**src/hdl/mode_ctrl_pkg.sv**
```systemverilog
// shared constants and types for the operating mode controller
package mode_ctrl_pkg;
   // mode codes, high-order select pin first
   typedef enum logic [1:0] {
      MODE_NORMAL   = 2'h0,
      MODE_WAKE_TX  = 2'h1,
      MODE_WAKE_RX  = 2'h2,
      MODE_SLEEP    = 2'h3
   } op_mode_t;

   typedef enum logic [2:0] {
      ST_SELFCHECK = 3'h0,
      ST_RUN       = 3'h1,
      ST_SETTLE    = 3'h2,
      ST_RECONFIG  = 3'h3
   } ctrl_state_t;

   localparam int unsigned CLK_HZ        = 200000000;
   localparam int unsigned SETTLE_US     = 1000;     // 1 ms mode switch delay
   localparam int unsigned SETTLE_CYCLES = SETTLE_US * (CLK_HZ / 1000000);
   localparam int unsigned SELFCHECK_CYCLES_DEF = 1000;
   localparam int unsigned RECONFIG_CYCLES_DEF  = 1000;
   localparam int unsigned CNT_W         = 24;
   localparam logic [CNT_W-1:0] CNT_ONE  = 24'h000001;
   localparam logic [CNT_W-1:0] CNT_ZERO = 24'h000000;
   // permission word {tx, preamble, rx}: bit positions and per-mode words
   localparam int unsigned PERM_TX_BIT  = 2;
   localparam int unsigned PERM_PRE_BIT = 1;
   localparam int unsigned PERM_RX_BIT  = 0;
   localparam logic [2:0]  PERM_NORMAL  = 3'h5;
   localparam logic [2:0]  PERM_WAKE_TX = 3'h7;
   localparam logic [2:0]  PERM_WAKE_RX = 3'h1;
   localparam logic [2:0]  PERM_NONE    = 3'h0;
endpackage

```
**src/hdl/sel_sync.sv**
```systemverilog
// two flip-flop synchroniser for the mode select pins
`timescale 1ns/1ps
`default_nettype none
module sel_sync (
   input  wire logic       clk,
   input  wire logic       rstn,
   input  wire logic [1:0] pins,
   output logic      [1:0] pins_sync
);
   logic [1:0] meta_q;
   logic [1:0] sync_q;
   logic [1:0] meta_d;
   logic [1:0] sync_d;

   // next values: first stage feeds only the second
   always_comb begin
      meta_d = pins;
      sync_d = meta_q;
   end

   // register both stages
   always_ff @(posedge clk or negedge rstn) begin
      if (!rstn) begin
         meta_q <= 2'h0;
         sync_q <= 2'h0;
      end else begin
         meta_q <= meta_d;
         sync_q <= sync_d;
      end
   end

   assign pins_sync = sync_q;
endmodule
`default_nettype wire

```
**src/hdl/delay_timer.sv**
```systemverilog
// down counter that pulses done when a loaded count runs out
`timescale 1ns/1ps
`default_nettype none
module delay_timer (
   input  wire logic                             clk,
   input  wire logic                             rstn,
   input  wire logic                             load,
   input  wire logic [mode_ctrl_pkg::CNT_W-1:0] count,
   output logic                                  running,
   output logic                                  done
);
   logic [mode_ctrl_pkg::CNT_W-1:0] cnt_q;
   logic [mode_ctrl_pkg::CNT_W-1:0] cnt_d;
   logic                            done_q;
   logic                            done_d;

   // load wins over counting; done pulses on the last count
   always_comb begin
      cnt_d  = cnt_q;
      done_d = 1'b0;
      if (load) begin
         cnt_d = count;
      end else if (cnt_q != mode_ctrl_pkg::CNT_ZERO) begin
         cnt_d = cnt_q - mode_ctrl_pkg::CNT_ONE;
         if (cnt_q == mode_ctrl_pkg::CNT_ONE) begin
            done_d = 1'b1;
         end
      end
   end

   always_ff @(posedge clk or negedge rstn) begin
      if (!rstn) begin
         cnt_q  <= mode_ctrl_pkg::CNT_ZERO;
         done_q <= 1'b0;
      end else begin
         cnt_q  <= cnt_d;
         done_q <= done_d;
      end
   end

   assign running = (cnt_q != mode_ctrl_pkg::CNT_ZERO);
   assign done    = done_q;
endmodule
`default_nettype wire

```
**src/hdl/mode_switch_ctrl.sv**
```systemverilog
// operating mode switch controller with busy status and mode permissions
// Notes on behaviour
// - select pin levels choose the operating mode
// - idle change takes effect after 1 ms
// - pending air transmit defers mode change
// - serial output in progress defers change
// - change acted on only while status high
// - streaming input postpones select pin sampling
// - sleep request finishes receive and send first
// - sleep entered within 1 ms after send
// - any change completes within 1 ms idle
// - mode 0 sends serial input over air
// - mode 0 receives and forwards to serial
// - mode 1 adds wake-up preamble to sends
// - mode 1 receives like mode 0
// - mode 2 keeps air transmission off
// - mode 2 accepts only wake-up frames
// - mode 3 neither transmits nor receives
// - leaving sleep reconfigures, status low meanwhile
// - pins 00,01,10,11 map modes 0 to 3
// - status low whenever any busy condition holds
`timescale 1ns/1ps
`default_nettype none
module mode_switch_ctrl #(
   parameter int unsigned SELFCHECK_CYCLES = mode_ctrl_pkg::SELFCHECK_CYCLES_DEF,
   parameter int unsigned RECONFIG_CYCLES  = mode_ctrl_pkg::RECONFIG_CYCLES_DEF,
   parameter int unsigned SETTLE_CYC       = mode_ctrl_pkg::SETTLE_CYCLES
) (
   input  wire logic       clk,
   input  wire logic       rstn,
   input  wire logic       mode_select_low,
   input  wire logic       mode_select_high,
   input  wire logic       tx_pending,
   input  wire logic       serial_in_active,
   input  wire logic       serial_out_busy,
   input  wire logic       rx_frame_valid,
   input  wire logic       rx_frame_wake,
   output logic      [1:0] op_mode,
   output logic            status_idle,
   output logic            air_tx_enable,
   output logic            wake_preamble_en,
   output logic            air_rx_enable,
   output logic            rx_forward,
   output logic            reconfig_active
);
   logic [1:0]                        sel_sync;
   logic                              tmr_load;
   logic [mode_ctrl_pkg::CNT_W-1:0]   tmr_count;
   logic                              tmr_running;
   logic                              tmr_done;
   logic                              busy;

   // decoded request terms
   logic                       busy_air;
   logic                       busy_serial;
   logic                       change_req;
   mode_ctrl_pkg::op_mode_t    sel_mode;

   // sequencer, status, permission and forward state
   mode_ctrl_pkg::ctrl_state_t state_q;
   mode_ctrl_pkg::ctrl_state_t state_d;
   mode_ctrl_pkg::op_mode_t    mode_q;
   mode_ctrl_pkg::op_mode_t    mode_d;
   mode_ctrl_pkg::op_mode_t    target_q;
   mode_ctrl_pkg::op_mode_t    target_d;
   logic                       idle_q;
   logic                       idle_d;
   logic                       tx_en_q;
   logic                       tx_en_d;
   logic                       pre_en_q;
   logic                       pre_en_d;
   logic                       rx_en_q;
   logic                       rx_en_d;
   logic                       fwd_q;
   logic                       fwd_d;
   logic                       cfg_q;
   logic                       cfg_d;

   // permissions per mode: {tx, preamble, rx}
   // sleep and any unknown code get no permission at all
   function automatic logic [2:0] mode_perm(input mode_ctrl_pkg::op_mode_t m);
      case (m)
         mode_ctrl_pkg::MODE_NORMAL:  mode_perm = mode_ctrl_pkg::PERM_NORMAL;
         mode_ctrl_pkg::MODE_WAKE_TX: mode_perm = mode_ctrl_pkg::PERM_WAKE_TX;
         mode_ctrl_pkg::MODE_WAKE_RX: mode_perm = mode_ctrl_pkg::PERM_WAKE_RX;
         default:                     mode_perm = mode_ctrl_pkg::PERM_NONE;
      endcase
   endfunction

   // transmit allowed in a mode
   function automatic logic tx_allowed(input mode_ctrl_pkg::op_mode_t m);
      logic [2:0] p;
      p          = mode_perm(m);
      tx_allowed = p[mode_ctrl_pkg::PERM_TX_BIT];
   endfunction

   // wake preamble added in a mode
   function automatic logic pre_allowed(input mode_ctrl_pkg::op_mode_t m);
      logic [2:0] p;
      p           = mode_perm(m);
      pre_allowed = p[mode_ctrl_pkg::PERM_PRE_BIT];
   endfunction

   // receiver on in a mode
   function automatic logic rx_allowed(input mode_ctrl_pkg::op_mode_t m);
      logic [2:0] p;
      p          = mode_perm(m);
      rx_allowed = p[mode_ctrl_pkg::PERM_RX_BIT];
   endfunction

   // a received frame is handed on; wake receive wants the wake mark
   function automatic logic frame_taken(input mode_ctrl_pkg::op_mode_t m,
                                        input logic                    wake);
      frame_taken = rx_allowed(m) && (m != mode_ctrl_pkg::MODE_WAKE_RX || wake);
   endfunction

   // pin synchroniser
   // each pin passes two flops, so a level changing close to a clock edge
   // cannot reach the compare below while still metastable
   sel_sync u_sync (
      .clk       (clk),
      .rstn      (rstn),
      .pins      ({mode_select_high, mode_select_low}),
      .pins_sync (sel_sync)
   );

   // settle, self-check and reconfiguration share one down counter,
   // since only one of them runs at a time
   delay_timer u_tmr (
      .clk     (clk),
      .rstn    (rstn),
      .load    (tmr_load),
      .count   (tmr_count),
      .running (tmr_running),
      .done    (tmr_done)
   );

   assign busy_air    = tx_pending;
   assign busy_serial = serial_in_active | serial_out_busy;
   // any busy condition pulls status low
   assign busy        = busy_air | busy_serial;

   assign change_req  = !busy && (sel_mode != mode_q);

   assign sel_mode    = mode_ctrl_pkg::op_mode_t'(sel_sync);

   // mode sequencing: pins are compared only in RUN with nothing busy;
   // busy during the settle time drops back to RUN, so the pins are
   // sampled afresh once the pending data has drained
   always_comb begin
      state_d   = state_q;
      mode_d    = mode_q;
      target_d  = target_q;
      cfg_d     = 1'b0;
      tmr_load  = 1'b0;
      tmr_count = mode_ctrl_pkg::CNT_ZERO;
      case (state_q)
         // power-on check holds configuration until the timer ends
         mode_ctrl_pkg::ST_SELFCHECK: begin
            cfg_d = 1'b1;
            if (tmr_done) begin
               mode_d  = sel_mode;
               state_d = mode_ctrl_pkg::ST_RUN;
               cfg_d   = 1'b0;
            end
         end
         // normal operation, watching for a new pin pair
         mode_ctrl_pkg::ST_RUN: begin
            if (change_req) begin
               target_d  = sel_mode;
               tmr_load  = 1'b1;
               tmr_count = SETTLE_CYC[mode_ctrl_pkg::CNT_W-1:0];
               state_d   = mode_ctrl_pkg::ST_SETTLE;
            end
         end
         // settle timer running toward the target mode
         mode_ctrl_pkg::ST_SETTLE: begin
            if (busy) begin
               state_d = mode_ctrl_pkg::ST_RUN;
            end else if (tmr_done) begin
               mode_d = target_q;
               if (mode_q == mode_ctrl_pkg::MODE_SLEEP) begin
                  tmr_load  = 1'b1;
                  tmr_count = RECONFIG_CYCLES[mode_ctrl_pkg::CNT_W-1:0];
                  state_d   = mode_ctrl_pkg::ST_RECONFIG;
                  cfg_d     = 1'b1;
               end else begin
                  state_d = mode_ctrl_pkg::ST_RUN;
               end
            end
         end
         // parameters reloaded after sleep
         mode_ctrl_pkg::ST_RECONFIG: begin
            cfg_d = 1'b1;
            if (tmr_done) begin
               state_d = mode_ctrl_pkg::ST_RUN;
               cfg_d   = 1'b0;
            end
         end
         // unused codes fall back to self-check
         default: begin
            state_d = mode_ctrl_pkg::ST_SELFCHECK;
         end
      endcase
      // start the self-check timer once after reset
      if (state_q == mode_ctrl_pkg::ST_SELFCHECK && !tmr_running && !tmr_done) begin
         tmr_load  = 1'b1;
         tmr_count = SELFCHECK_CYCLES[mode_ctrl_pkg::CNT_W-1:0];
      end
   end

   // sequencer registers; reset starts in self-check with the
   // configuration flag up
   always_ff @(posedge clk or negedge rstn) begin
      if (!rstn) begin
         state_q  <= mode_ctrl_pkg::ST_SELFCHECK;
         mode_q   <= mode_ctrl_pkg::MODE_NORMAL;
         target_q <= mode_ctrl_pkg::MODE_NORMAL;
         cfg_q    <= 1'b1;
      end else begin
         state_q  <= state_d;
         mode_q   <= mode_d;
         target_q <= target_d;
         cfg_q    <= cfg_d;
      end
   end

   // status high only when nothing busy
   // and no configuration is running
   always_comb begin
      idle_d = !busy && !cfg_d && (state_d != mode_ctrl_pkg::ST_SELFCHECK);
   end

   // status register
   always_ff @(posedge clk or negedge rstn) begin
      if (!rstn) begin
         idle_q <= 1'b0;
      end else begin
         idle_q <= idle_d;
      end
   end

   // permissions follow the next mode so they switch with op_mode;
   // configuration masks all of them
   always_comb begin
      tx_en_d  = tx_allowed(mode_d) && !cfg_d;
      pre_en_d = pre_allowed(mode_d) && !cfg_d;
      rx_en_d  = rx_allowed(mode_d) && !cfg_d;
   end

   // permission registers
   always_ff @(posedge clk or negedge rstn) begin
      if (!rstn) begin
         tx_en_q  <= 1'b0;
         pre_en_q <= 1'b0;
         rx_en_q  <= 1'b0;
      end else begin
         tx_en_q  <= tx_en_d;
         pre_en_q <= pre_en_d;
         rx_en_q  <= rx_en_d;
      end
   end

   // a frame is judged by the mode in force while it is present, so a
   // frame on the edge where the receiver turns off is still passed on
   always_comb begin
      fwd_d = rx_frame_valid && rx_en_q && frame_taken(mode_q, rx_frame_wake);
   end

   // forward register, one cycle after the frame
   always_ff @(posedge clk or negedge rstn) begin
      if (!rstn) begin
         fwd_q <= 1'b0;
      end else begin
         fwd_q <= fwd_d;
      end
   end

   // every output comes straight from its register; status resets low
   // so the host sees a rising edge once self-check ends
   assign op_mode          = mode_q;
   assign status_idle      = idle_q;
   assign air_tx_enable    = tx_en_q;
   assign wake_preamble_en = pre_en_q;
   assign air_rx_enable    = rx_en_q;
   assign rx_forward       = fwd_q;
   assign reconfig_active  = cfg_q;
endmodule
`default_nettype wire

```
**config.mk**
```make
export PLATFORM = sky130hd
export DESIGN_NAME = mode_switch_ctrl
export DESIGN_NICKNAME = d
export VERILOG_FILES = /design/src/hdl/mode_ctrl_pkg.sv /design/src/hdl/sel_sync.sv /design/src/hdl/delay_timer.sv /design/src/hdl/mode_switch_ctrl.sv
export SDC_FILE = /design/constraint.sdc
export NUM_CORES = 1
export LEC_CHECK = 0
export BUFFER_PORTS_ARGS = -buffer_cell sky130_fd_sc_hd__buf_2
export CAP_MARGIN = 20
export CORE_MARGIN = 5
export CORE_UTILIZATION = 50
export CTS_BUF_LIST = sky130_fd_sc_hd__clkbuf_2
export DETAILED_ROUTE_END_ITERATION = 6
export PLACE_DENSITY = 0.66
export SETUP_SLACK_MARGIN = 0.1
export SYNTH_ARGS = -nofsm -noshare
export SYNTH_HDL_FRONTEND = slang
export SYNTH_SLANG_ARGS = --single-unit
export TNS_END_PERCENT = 100
```
**constraint.sdc**
```tcl
create_clock -name clk -period 5.7 [get_ports clk]
set_input_delay 1.14 -clock clk [delete_from_list [all_inputs] [get_ports clk]]
set_output_delay 1.14 -clock clk [all_outputs]
set_load 0.02 [all_outputs]
```
==> results of run 1 <==
-- path summary, 6_finish.rpt --
check                                 startpoint                   to  slack, ps
worst max-delay path             serial_out_busy       u_tmr.cnt_q[0]       3180
worst min-delay path            u_sync.meta_q[0]  u_sync.pins_sync[0]        380
worst max register to register    u_tmr.cnt_q[2]      u_tmr.cnt_q[23]       3250
worst min register to register  u_sync.meta_q[0]  u_sync.pins_sync[0]        380
max in group asynchronous                   rstn      u_tmr.cnt_q[17]       4320
min in group asynchronous                   rstn      u_tmr.cnt_q[21]        820
-- routing by layer --
layer | GRT usage, % | vias to the layer above | wire length (um)
met1 | 25.0 | 815 | 2170
met2 | 24.8 | 46 | 1920
met5 | 0 | - | 0
met4 | 7.18 | 0 | 57
li1 | - | 821 | -
met3 | 3.56 | 7 | 273
-- cell type report --
class	count	area share (%)
Sequential cell	42	45.0
Clock inverter	3	1.87
Tap cell	52	2.79
Inverter	4	0.643
Multi-Input combinational cell	162	45.2
Clock buffer	5	1.07
Timing Repair Buffer	16	3.43
-- cells in the mapped netlist (3+ instances only) --
| cell type | number |
|---|---|
| dfrtp_1 | 41 |
| or4_4 | 3 |
| xor2_1 | 4 |
| o21ai_0 | 17 |
| inv_1 | 4 |
| nor2_1 | 14 |
| o41ai_1 | 3 |
| nand2_1 | 9 |
| nand3b_1 | 3 |
| or3_1 | 9 |
| or3_4 | 3 |
| or4_1 | 4 |
| nand3_1 | 9 |
| xnor2_1 | 8 |
| or3_2 | 4 |
| nor4_1 | 3 |
| nor3_1 | 10 |
| a21oi_1 | 17 |
| o31ai_1 | 3 |
| ha_1 | 3 |
| nand4_1 | 3 |
| and2_1 | 4 |
| nor2b_1 | 3 |
-- power by group through the flow --
stage,clock (mW),sequential (mW),combinational (mW)
finish,0.178,0.372,0.104
global route,0.198,0.379,0.122
CTS,0.183,0.370,0.105
detailed placement,0,0.376,0.104
global placement,0,0.376,0.103
floorplan,0,0.376,0.0714
-- cells by family after synthesis --
| logic type | count (synthesis) | synth area share, % |
|---|---|---|
| flops | 42 | 48.6 |
| compound gates | 51 | 14.3 |
| simple gates | 93 | 26.6 |
| buf+inv | 10 | 2.66 |
| xor+xnor | 12 | 4.86 |
| other cells | 1 | 0.173 |
| mux | 2 | 1.04 |
| fa+ha+maj | 3 | 1.73 |
-- critical path: stages --
cell and delay, ps:
buf_2 100, or3_1 430, a2111o_1 420, and2_1 200, nand2_1 430, nor2_1 110
-- state kept, by name (all words and copies together) (netlist names), 2 cells and up --
register	flops
op_mode	2
u_sync.pins_sync	2
target_q	2
u_tmr.cnt_q	24
u_sync.meta_q	2
state_q	3
==> results.cfg, run 1 <==
[worst_setup_path]
cp-start-kind = primary input
endpoint_kind = register
r2r_cells = 5
worstPathRequired_ps = 6010
path_class = primary input to register
cp_data_arrival_time_ps = 2830
cp_max_fo = 14

[power_and_ir_drop]
intPower_uw = 457
p_sw_uw = 197
power_frac_comb_pct = 15.9
ir_worst_vdd_mv = 0.136
total_power_uw = 654
swShare_pct = 30.1
leakage_nw = 0.972
clkPwrFrac_pct = 27.2
p_seq_share_pct = 56.9
p_per_area_nw_per_um2 = 280

[logic_synthesis]
syn_inst = 214
ys_ff_latch = 42
synth_top_area_share_pct = 47.4
synthArstFlopShare_pct = 100
ys_warn_count = 0
syn_nets = 226
synthFlopType = dfrtp_1
synth_area_sq_um = 2160
synth_edf_count = 0
yosysSeqAreaShare_pct = 48.6
synth.distinct_cells = 48
synthTopCellsByArea = dfrtp_1 47%, a21oi_1 3.9%, o21ai_0 3.9%
postSynthAreaPerCell_sq_um = 10.1
yosysTopAreaCell = dfrtp_1

[cells_and_area]
layout_common_cells = 41 x dfrtp_1, 17 x a21oi_1, 17 x o21ai_0
num_antenna_cells = 0
postLayoutCoreUtil_pct = 54.8
nets = 243
drive_gt1_share_pct = 18.5
final_cell_area_sq_um = 2340
layout_commonest_cell = dfrtp_1
regArea_sq_um = 1050
multi_input_area_sq_um = 1050
fin_cells = 284
fillers = 384
syn_to_final_growth_pct = 7.92

[detailed_routing]
viasPerCell = 5.95
dr.first_iter.drc_count = 108
firstDrtPassIters = 4
drc = 0
wire_per_inst_um = 15.6
wirelength_um = 4420
via_count = 1689
ant_nets = 0

[hold_path]
whs_path_depth = 0
hold_path_class = register to register

[sta]
finClkSkew_ps = 8.60
final.setup.worst_slack_ps = 3180
min_period_over_period_pct = 44.2
grt_setup_unrepaired = no
slew_headroom_pct = 38.9
whs_ps = 380
worstMarginPinSlew_ps = 917
hold_violations = 0
fmax_ghz = 0.397
period_needed_ps = 2520
setup_tns_ps = 0
setup_viol = 0
slew_viol_final = 0

[clock_network]
clock_sinks = 42
cts_tree = yes
cts_root_buf = clkbuf_2
cts_buffers = 5
clk_pin_slew_worst_paths_ps = 220
htreeDepth = 2
post_cts_buffers = 0
cts_max_path_buffers = 2
postCtsHoldBufs = 0
cts_resized = 0
clk_latency_ps = 410

[placed_design]
dp.cells = 276
dp_hpwl_um = 3000
io_buffers = 16
place_congestion = 0.803
pre_cts_ws_ps = 2720
placed_cell_area_sq_um = 2270

[grt]
track_usage_pct = 17.2
grt_first_pass_wirelength_um = 7380
grt_max_degree = 43
grt_remaining_overflow = 0
grt_pass1_vias = 1537
antenna_found_initial = 0

[outcome]
status = complete, no violations

[floorplan]
die_area_sq_um = 5740
io_pins = 17
fp.dieH_um = 75.8
start_util_pct = 50.8
die_x_um = 75.8
design.core.area_sq_um = 4260
rows = 24

[run]
cap_violations = 0
Power figures use the tool's default switching activity.
==> run 2, diff against run 1 <==
- clock period: 5.7 -> 2.5 ns (I/O delays scaled with it)
==> run 2 against run 1 <==
Sequential power is 130% higher. Hold slack got worse by 340 ps. Clock power increased by 120%. Non-clock buffer count up 6. Total power up 130%. Worst setup slack got worse by 3000 ps. Largest cell class unchanged. Largest power group unchanged.
==> results.cfg, run 2 (synthesis results as in run 1) <==
[clock_network]
clk_latency_ps = 400
cts_buffers = 5
postCtsHoldBufs = 0
cts_root_buf = clkbuf_2
cts_max_path_buffers = 2
clk_pin_slew_worst_paths_ps = 190
cts_tree = yes
htreeDepth = 2
clock_sinks = 42

[placed_design]
dp_hpwl_um = 3120
pre_cts_ws_ps = 238
place_congestion = 0.865
io_buffers = 16

[power_and_ir_drop]
total_power_mw = 1.49
ir_worst_vdd_mv = 0.322
p_per_area_nw_per_um2 = 624
leakage_nw = 1.00

[cells_and_area]
num_antenna_cells = 0
top_regs = u_tmr.cnt_q (24), state_q (3)
regMostFlops = u_tmr.cnt_q
syn_to_final_growth_pct = 10.1
layout_common_cells = 41 x dfrtp_1, 17 x a21oi_1, 17 x o21ai_0
largest_reg_flops = 24
fillers = 400
layout_commonest_cell = dfrtp_1
nets = 249
drive_gt1_share_pct = 21.0

[sta]
fmax_ghz = 0.440
final.setup.worst_slack_ps = 228
finClkSkew_ps = 14.5
hold_violations = 0
setup_tns_ps = 0
worstMarginPinSlew_ps = 519
slew_headroom_pct = 65.4
grt_setup_unrepaired = no
slew_viol_final = 0
period_needed_ps = 2270
min_period_over_period_pct = 90.9
whs_ps = 37.9
setup_viol = 0

[detailed_routing]
drc = 0
firstDrtPassIters = 5
viasPerCell = 5.87
ant_nets = 0
via_count = 1702
wirelength_um = 4350
dr.first_iter.drc_count = 80
wire_per_inst_um = 15.0

[floorplan]
design.core.area_sq_um = 4260
io_pins = 17
rows = 24
die_x_um = 75.8
start_util_pct = 50.8
fp.dieH_um = 75.8
die_area_sq_um = 5740

[grt]
antenna_found_initial = 0
grt_max_degree = 25
grt_first_pass_wirelength_um = 7270
grt_remaining_overflow = 0
grt_pass1_vias = 1539
track_usage_pct = 17.0

[worst_setup_path]
worstPathRequired_ps = 2830
cp-start-kind = register
cp_data_arrival_time_ps = 2600
cp_max_fo = 7
endpoint_kind = register
path_class = register to register

[outcome]
status = complete, no violations

[run]
cap_violations = 0

[hold_path]
hold_path_class = primary input to asynchronous set/reset pin
[run 2: cell count changes in the layout (fill, tap and decap cells not counted), sizes merged]
cell,previous run,this run
clkbuf,5,7
inv,5,4
clkinv,1,0
buf,16,22
[run 2: where the power goes]
group / internal [mW] / total (mW) / switching (mW)
Sequential: 0.764 / 0.847 / 0.0835
Combinational: 0.118 / 0.253 / 0.136
Clock: 0.178 / 0.386 / 0.208
[run 2: layer usage]
| metal | wire [um] | track usage, % | share of wire, % | up-vias |
|---|---|---|---|---|
| met2 | 1920 | 23.8 | 44 | 42 |
| met3 | 244 | 5.54 | 5.6 | 7 |
| met4 | 39 | 5.44 | 0.90 | 0 |
| met1 | 2140 | 24.8 | 49 | 810 |
| li1 | - | - | - | 843 |
| met5 | 0 | 0 | 0 | - |
[run 2: path summary, 6_finish.rpt]
check                            startpoint             endpoint  slack, ps  cells past startpoint
max                         u_tmr.cnt_q[13]      u_tmr.cnt_q[18]        230                      5
min                                    rstn           op_mode[0]         40                      1
max reg2reg                 u_tmr.cnt_q[13]      u_tmr.cnt_q[18]        230                      5
min reg2reg                u_sync.meta_q[1]  u_sync.pins_sync[1]        380                      0
max in group asynchronous              rstn      u_tmr.cnt_q[19]       1820                      2
min in group clk           mode_select_high     u_sync.meta_q[1]        190                      1
[run 2: cell type report]
class                      instances  area, sq um  share of cell area, %
clock inverter                     1         30.0                   1.26
multi-input combinational        162         1060                   44.5
clock buffer                       7         35.0                   1.47
tap                               52         65.1                   2.73
sequential                        42         1050                   44.1
timing repair buffer              22          125                   5.25
inverter                           4         15.0                  0.630
[run 2: repair_timing]
item | in CTS | in global routing
gates resized for setup | 0 | 2
setup buffers | 0 | 0
setup endpoints to repair | 0 | 2
[run 2: worst max-delay path: stages (launching register included)]
cell     delay, ps
dfrtp_1        470
or3_4          450
nor4_4         340
nand3_1        300
or4b_1         520
a21oi_1        150
[run 2: stage by stage]
stage,util [%],cell area [sq um],std cells
finish,55.9,2380,290
global route,55.9,2380,290
CTS,55.8,2380,290
detailed placement,54.2,2310,282
global placement,54.2,2310,282
floorplan,-,2160,214
==> run 3, diff against run 2 <==
- CELL_PAD_IN_SITES_DETAIL_PLACEMENT: not set -> 1
- CELL_PAD_IN_SITES_GLOBAL_PLACEMENT: not set -> 1
- CORE_UTILIZATION: 50 -> 49
- PLACE_DENSITY: 0.66 -> 0.8
- clock period: 2.5 -> 2.12 ns (I/O delays scaled with it)
==> run 3 against run 2 <==
The run now ends with setup timing left. Hold slack improved by 160 ps. Total power increased by 36%. Design area rose by 26%. Non-clock buffer count grew 40. Count of clock-buffer cells in the layout down 2. Maximum frequency shrank 0.73%. Routed wire length grew 98%. Die area grew 1.8%. Largest cell class unchanged. Largest power group unchanged.
==> results.cfg, run 3 (synthesis results as in run 1) <==
[clock_network]
cts_max_path_buffers = 2
cts_buffers = 5
clock_sinks = 42
cts_root_buf = clkbuf_2
clk_pin_slew_worst_paths_ps = 240
cts_tree = yes
clk_latency_ps = 460
htreeDepth = 2

[outcome]
status = complete, but fails checks
violations = setup timing

[placed_design]
dp_hpwl_um = 4360
placed_cell_area_sq_um = 2480
place_congestion = 0.851
io_buffers = 16

[cells_and_area]
regMostFlops = u_tmr.cnt_q
final_cell_area_sq_um = 3010
drive_gt1_share_pct = 46.4
top_regs = u_tmr.cnt_q (24), state_q (3)
layout_common_cells = 41 x dfrtp_1, 34 x buf_4, 16 x buf_2
nets = 289
num_antenna_cells = 0
layout_commonest_cell = dfrtp_1
syn_to_final_growth_pct = 39.0
postLayoutCoreUtil_pct = 69.6
largest_reg_flops = 24

[worst_setup_path]
cp_data_arrival_time_ps = 2660
endpoint_kind = register
worstPathRequired_ps = 2490
cp-start-kind = register
cp_max_fo = 8
ff2ff_setup_slack_ps = -170
path_class = register to register

[grt]
grt_max_degree = 43
grt_first_pass_wirelength_um = 12200
grt_pass1_vias = 2257
grt_remaining_overflow = 0
antenna_found_initial = 0
track_usage_pct = 26.6

[power_and_ir_drop]
p_per_area_nw_per_um2 = 670
ir_worst_vdd_mv = 0.526
leakage_nw = 1.26

[detailed_routing]
dr.first_iter.drc_count = 189
drc = 0
via_count = 2223
firstDrtPassIters = 5
viasPerCell = 6.74
wirelength_um = 8630
ant_nets = 0
wire_per_inst_um = 26.1

[floorplan]
start_util_pct = 50.1
die_area_sq_um = 5850
io_pins = 17
rows = 24
fp.dieH_um = 76.5
die_x_um = 76.5
design.core.area_sq_um = 4320

[hold_path]
hold_path_class = primary input to register

[sta]
final.setup.worst_slack_ps = -169
worstMarginPinSlew_ps = 532
grt_setup_unrepaired = yes
slew_headroom_pct = 64.5
slew_viol_final = 0
fmax_ghz = 0.437
setup_tns_ps = -1820
setup_viol = 19
period_needed_ps = 2290
finClkSkew_ps = 32.2
min_period_over_period_pct = 108
hold_violations = 0

[run]
cap_violations = 0
[run 3: cell count changes in the layout (fill, tap and decap cells not counted), moves of 4 or more]
cell	previous run	this run
a21oi_1	17	8
a21oi_2	2	10
buf_4	6	34
buf_6	0	5
nand3_1	9	4
nand3_2	0	4
o21ai_0	17	5
o21ai_1	0	4
o21ai_2	0	7
or3_4	3	8
[run 3: metrics by stage]
step,total power [mW],setup slack (ps),cells,hold slack [ps]
2_1_floorplan,1.20,-15.0,214,128
3_3_place_gp,1.34,19.1,300,334
3_5_place_dp,1.39,-141,300,337
4_1_cts,1.91,-37.3,318,24.7
5_1_grt,2.10,-263,330,155
6_report,2.02,-169,330,201
[run 3: power by group]
part	internal (mW)	switching, mW	leakage, nW
Combinational	0.226	0.277	0.698
Sequential	0.901	0.114	0.529
Clock	0.197	0.300	0.0352
Total	1.32	0.691	1.26
[run 3: final timing paths]
check                                  from  depth (start not counted)                   to
hold reg to reg            u_sync.meta_q[1]                          0  u_sync.pins_sync[1]
setup / recovery             u_tmr.cnt_q[6]                          6      u_tmr.cnt_q[15]
max in group asynchronous              rstn                          3      u_tmr.cnt_q[20]
setup reg to reg             u_tmr.cnt_q[6]                          6      u_tmr.cnt_q[15]
min in group asynchronous              rstn                          3       u_tmr.cnt_q[1]
hold / removal                rx_frame_wake                          3           rx_forward
[run 3: routing by layer]
layer  track usage [%]  share of wire [%]
met1              31.2                 39
met5                 0                  0
met4              10.5                5.5
met3              7.21                7.1
met2              45.7                 48
[run 3: cell type report]
| cell class | instances | area, sq um |
|---|---|---|
| clock buffers | 5 | 25.0 |
| fillers | 457 | 1320 |
| multi-input cells | 162 | 1290 |
| repair buffers | 62 | 514 |
| well taps | 52 | 65.1 |
| flip-flops and latches | 42 | 1050 |
| inverters | 4 | 15.0 |
| clock inverters | 3 | 45.0 |
[run 3: what timing repair did]
action	in CTS	in global routing
hold buffers	0	3
hold endpoints to repair	0	15
setup endpoints to repair	24	25
gates cloned	1	1
pin swaps	20	15
setup buffers	9	8
resized for setup	41	33
[run 3: worst max-delay path, stage by stage, from the launching register on]
cell,delay (ps)
dfrtp_1,480
nor3_1,410
nand3_1,280
or2_4,370
buf_4,140
o41ai_2,390
a21oi_4,110
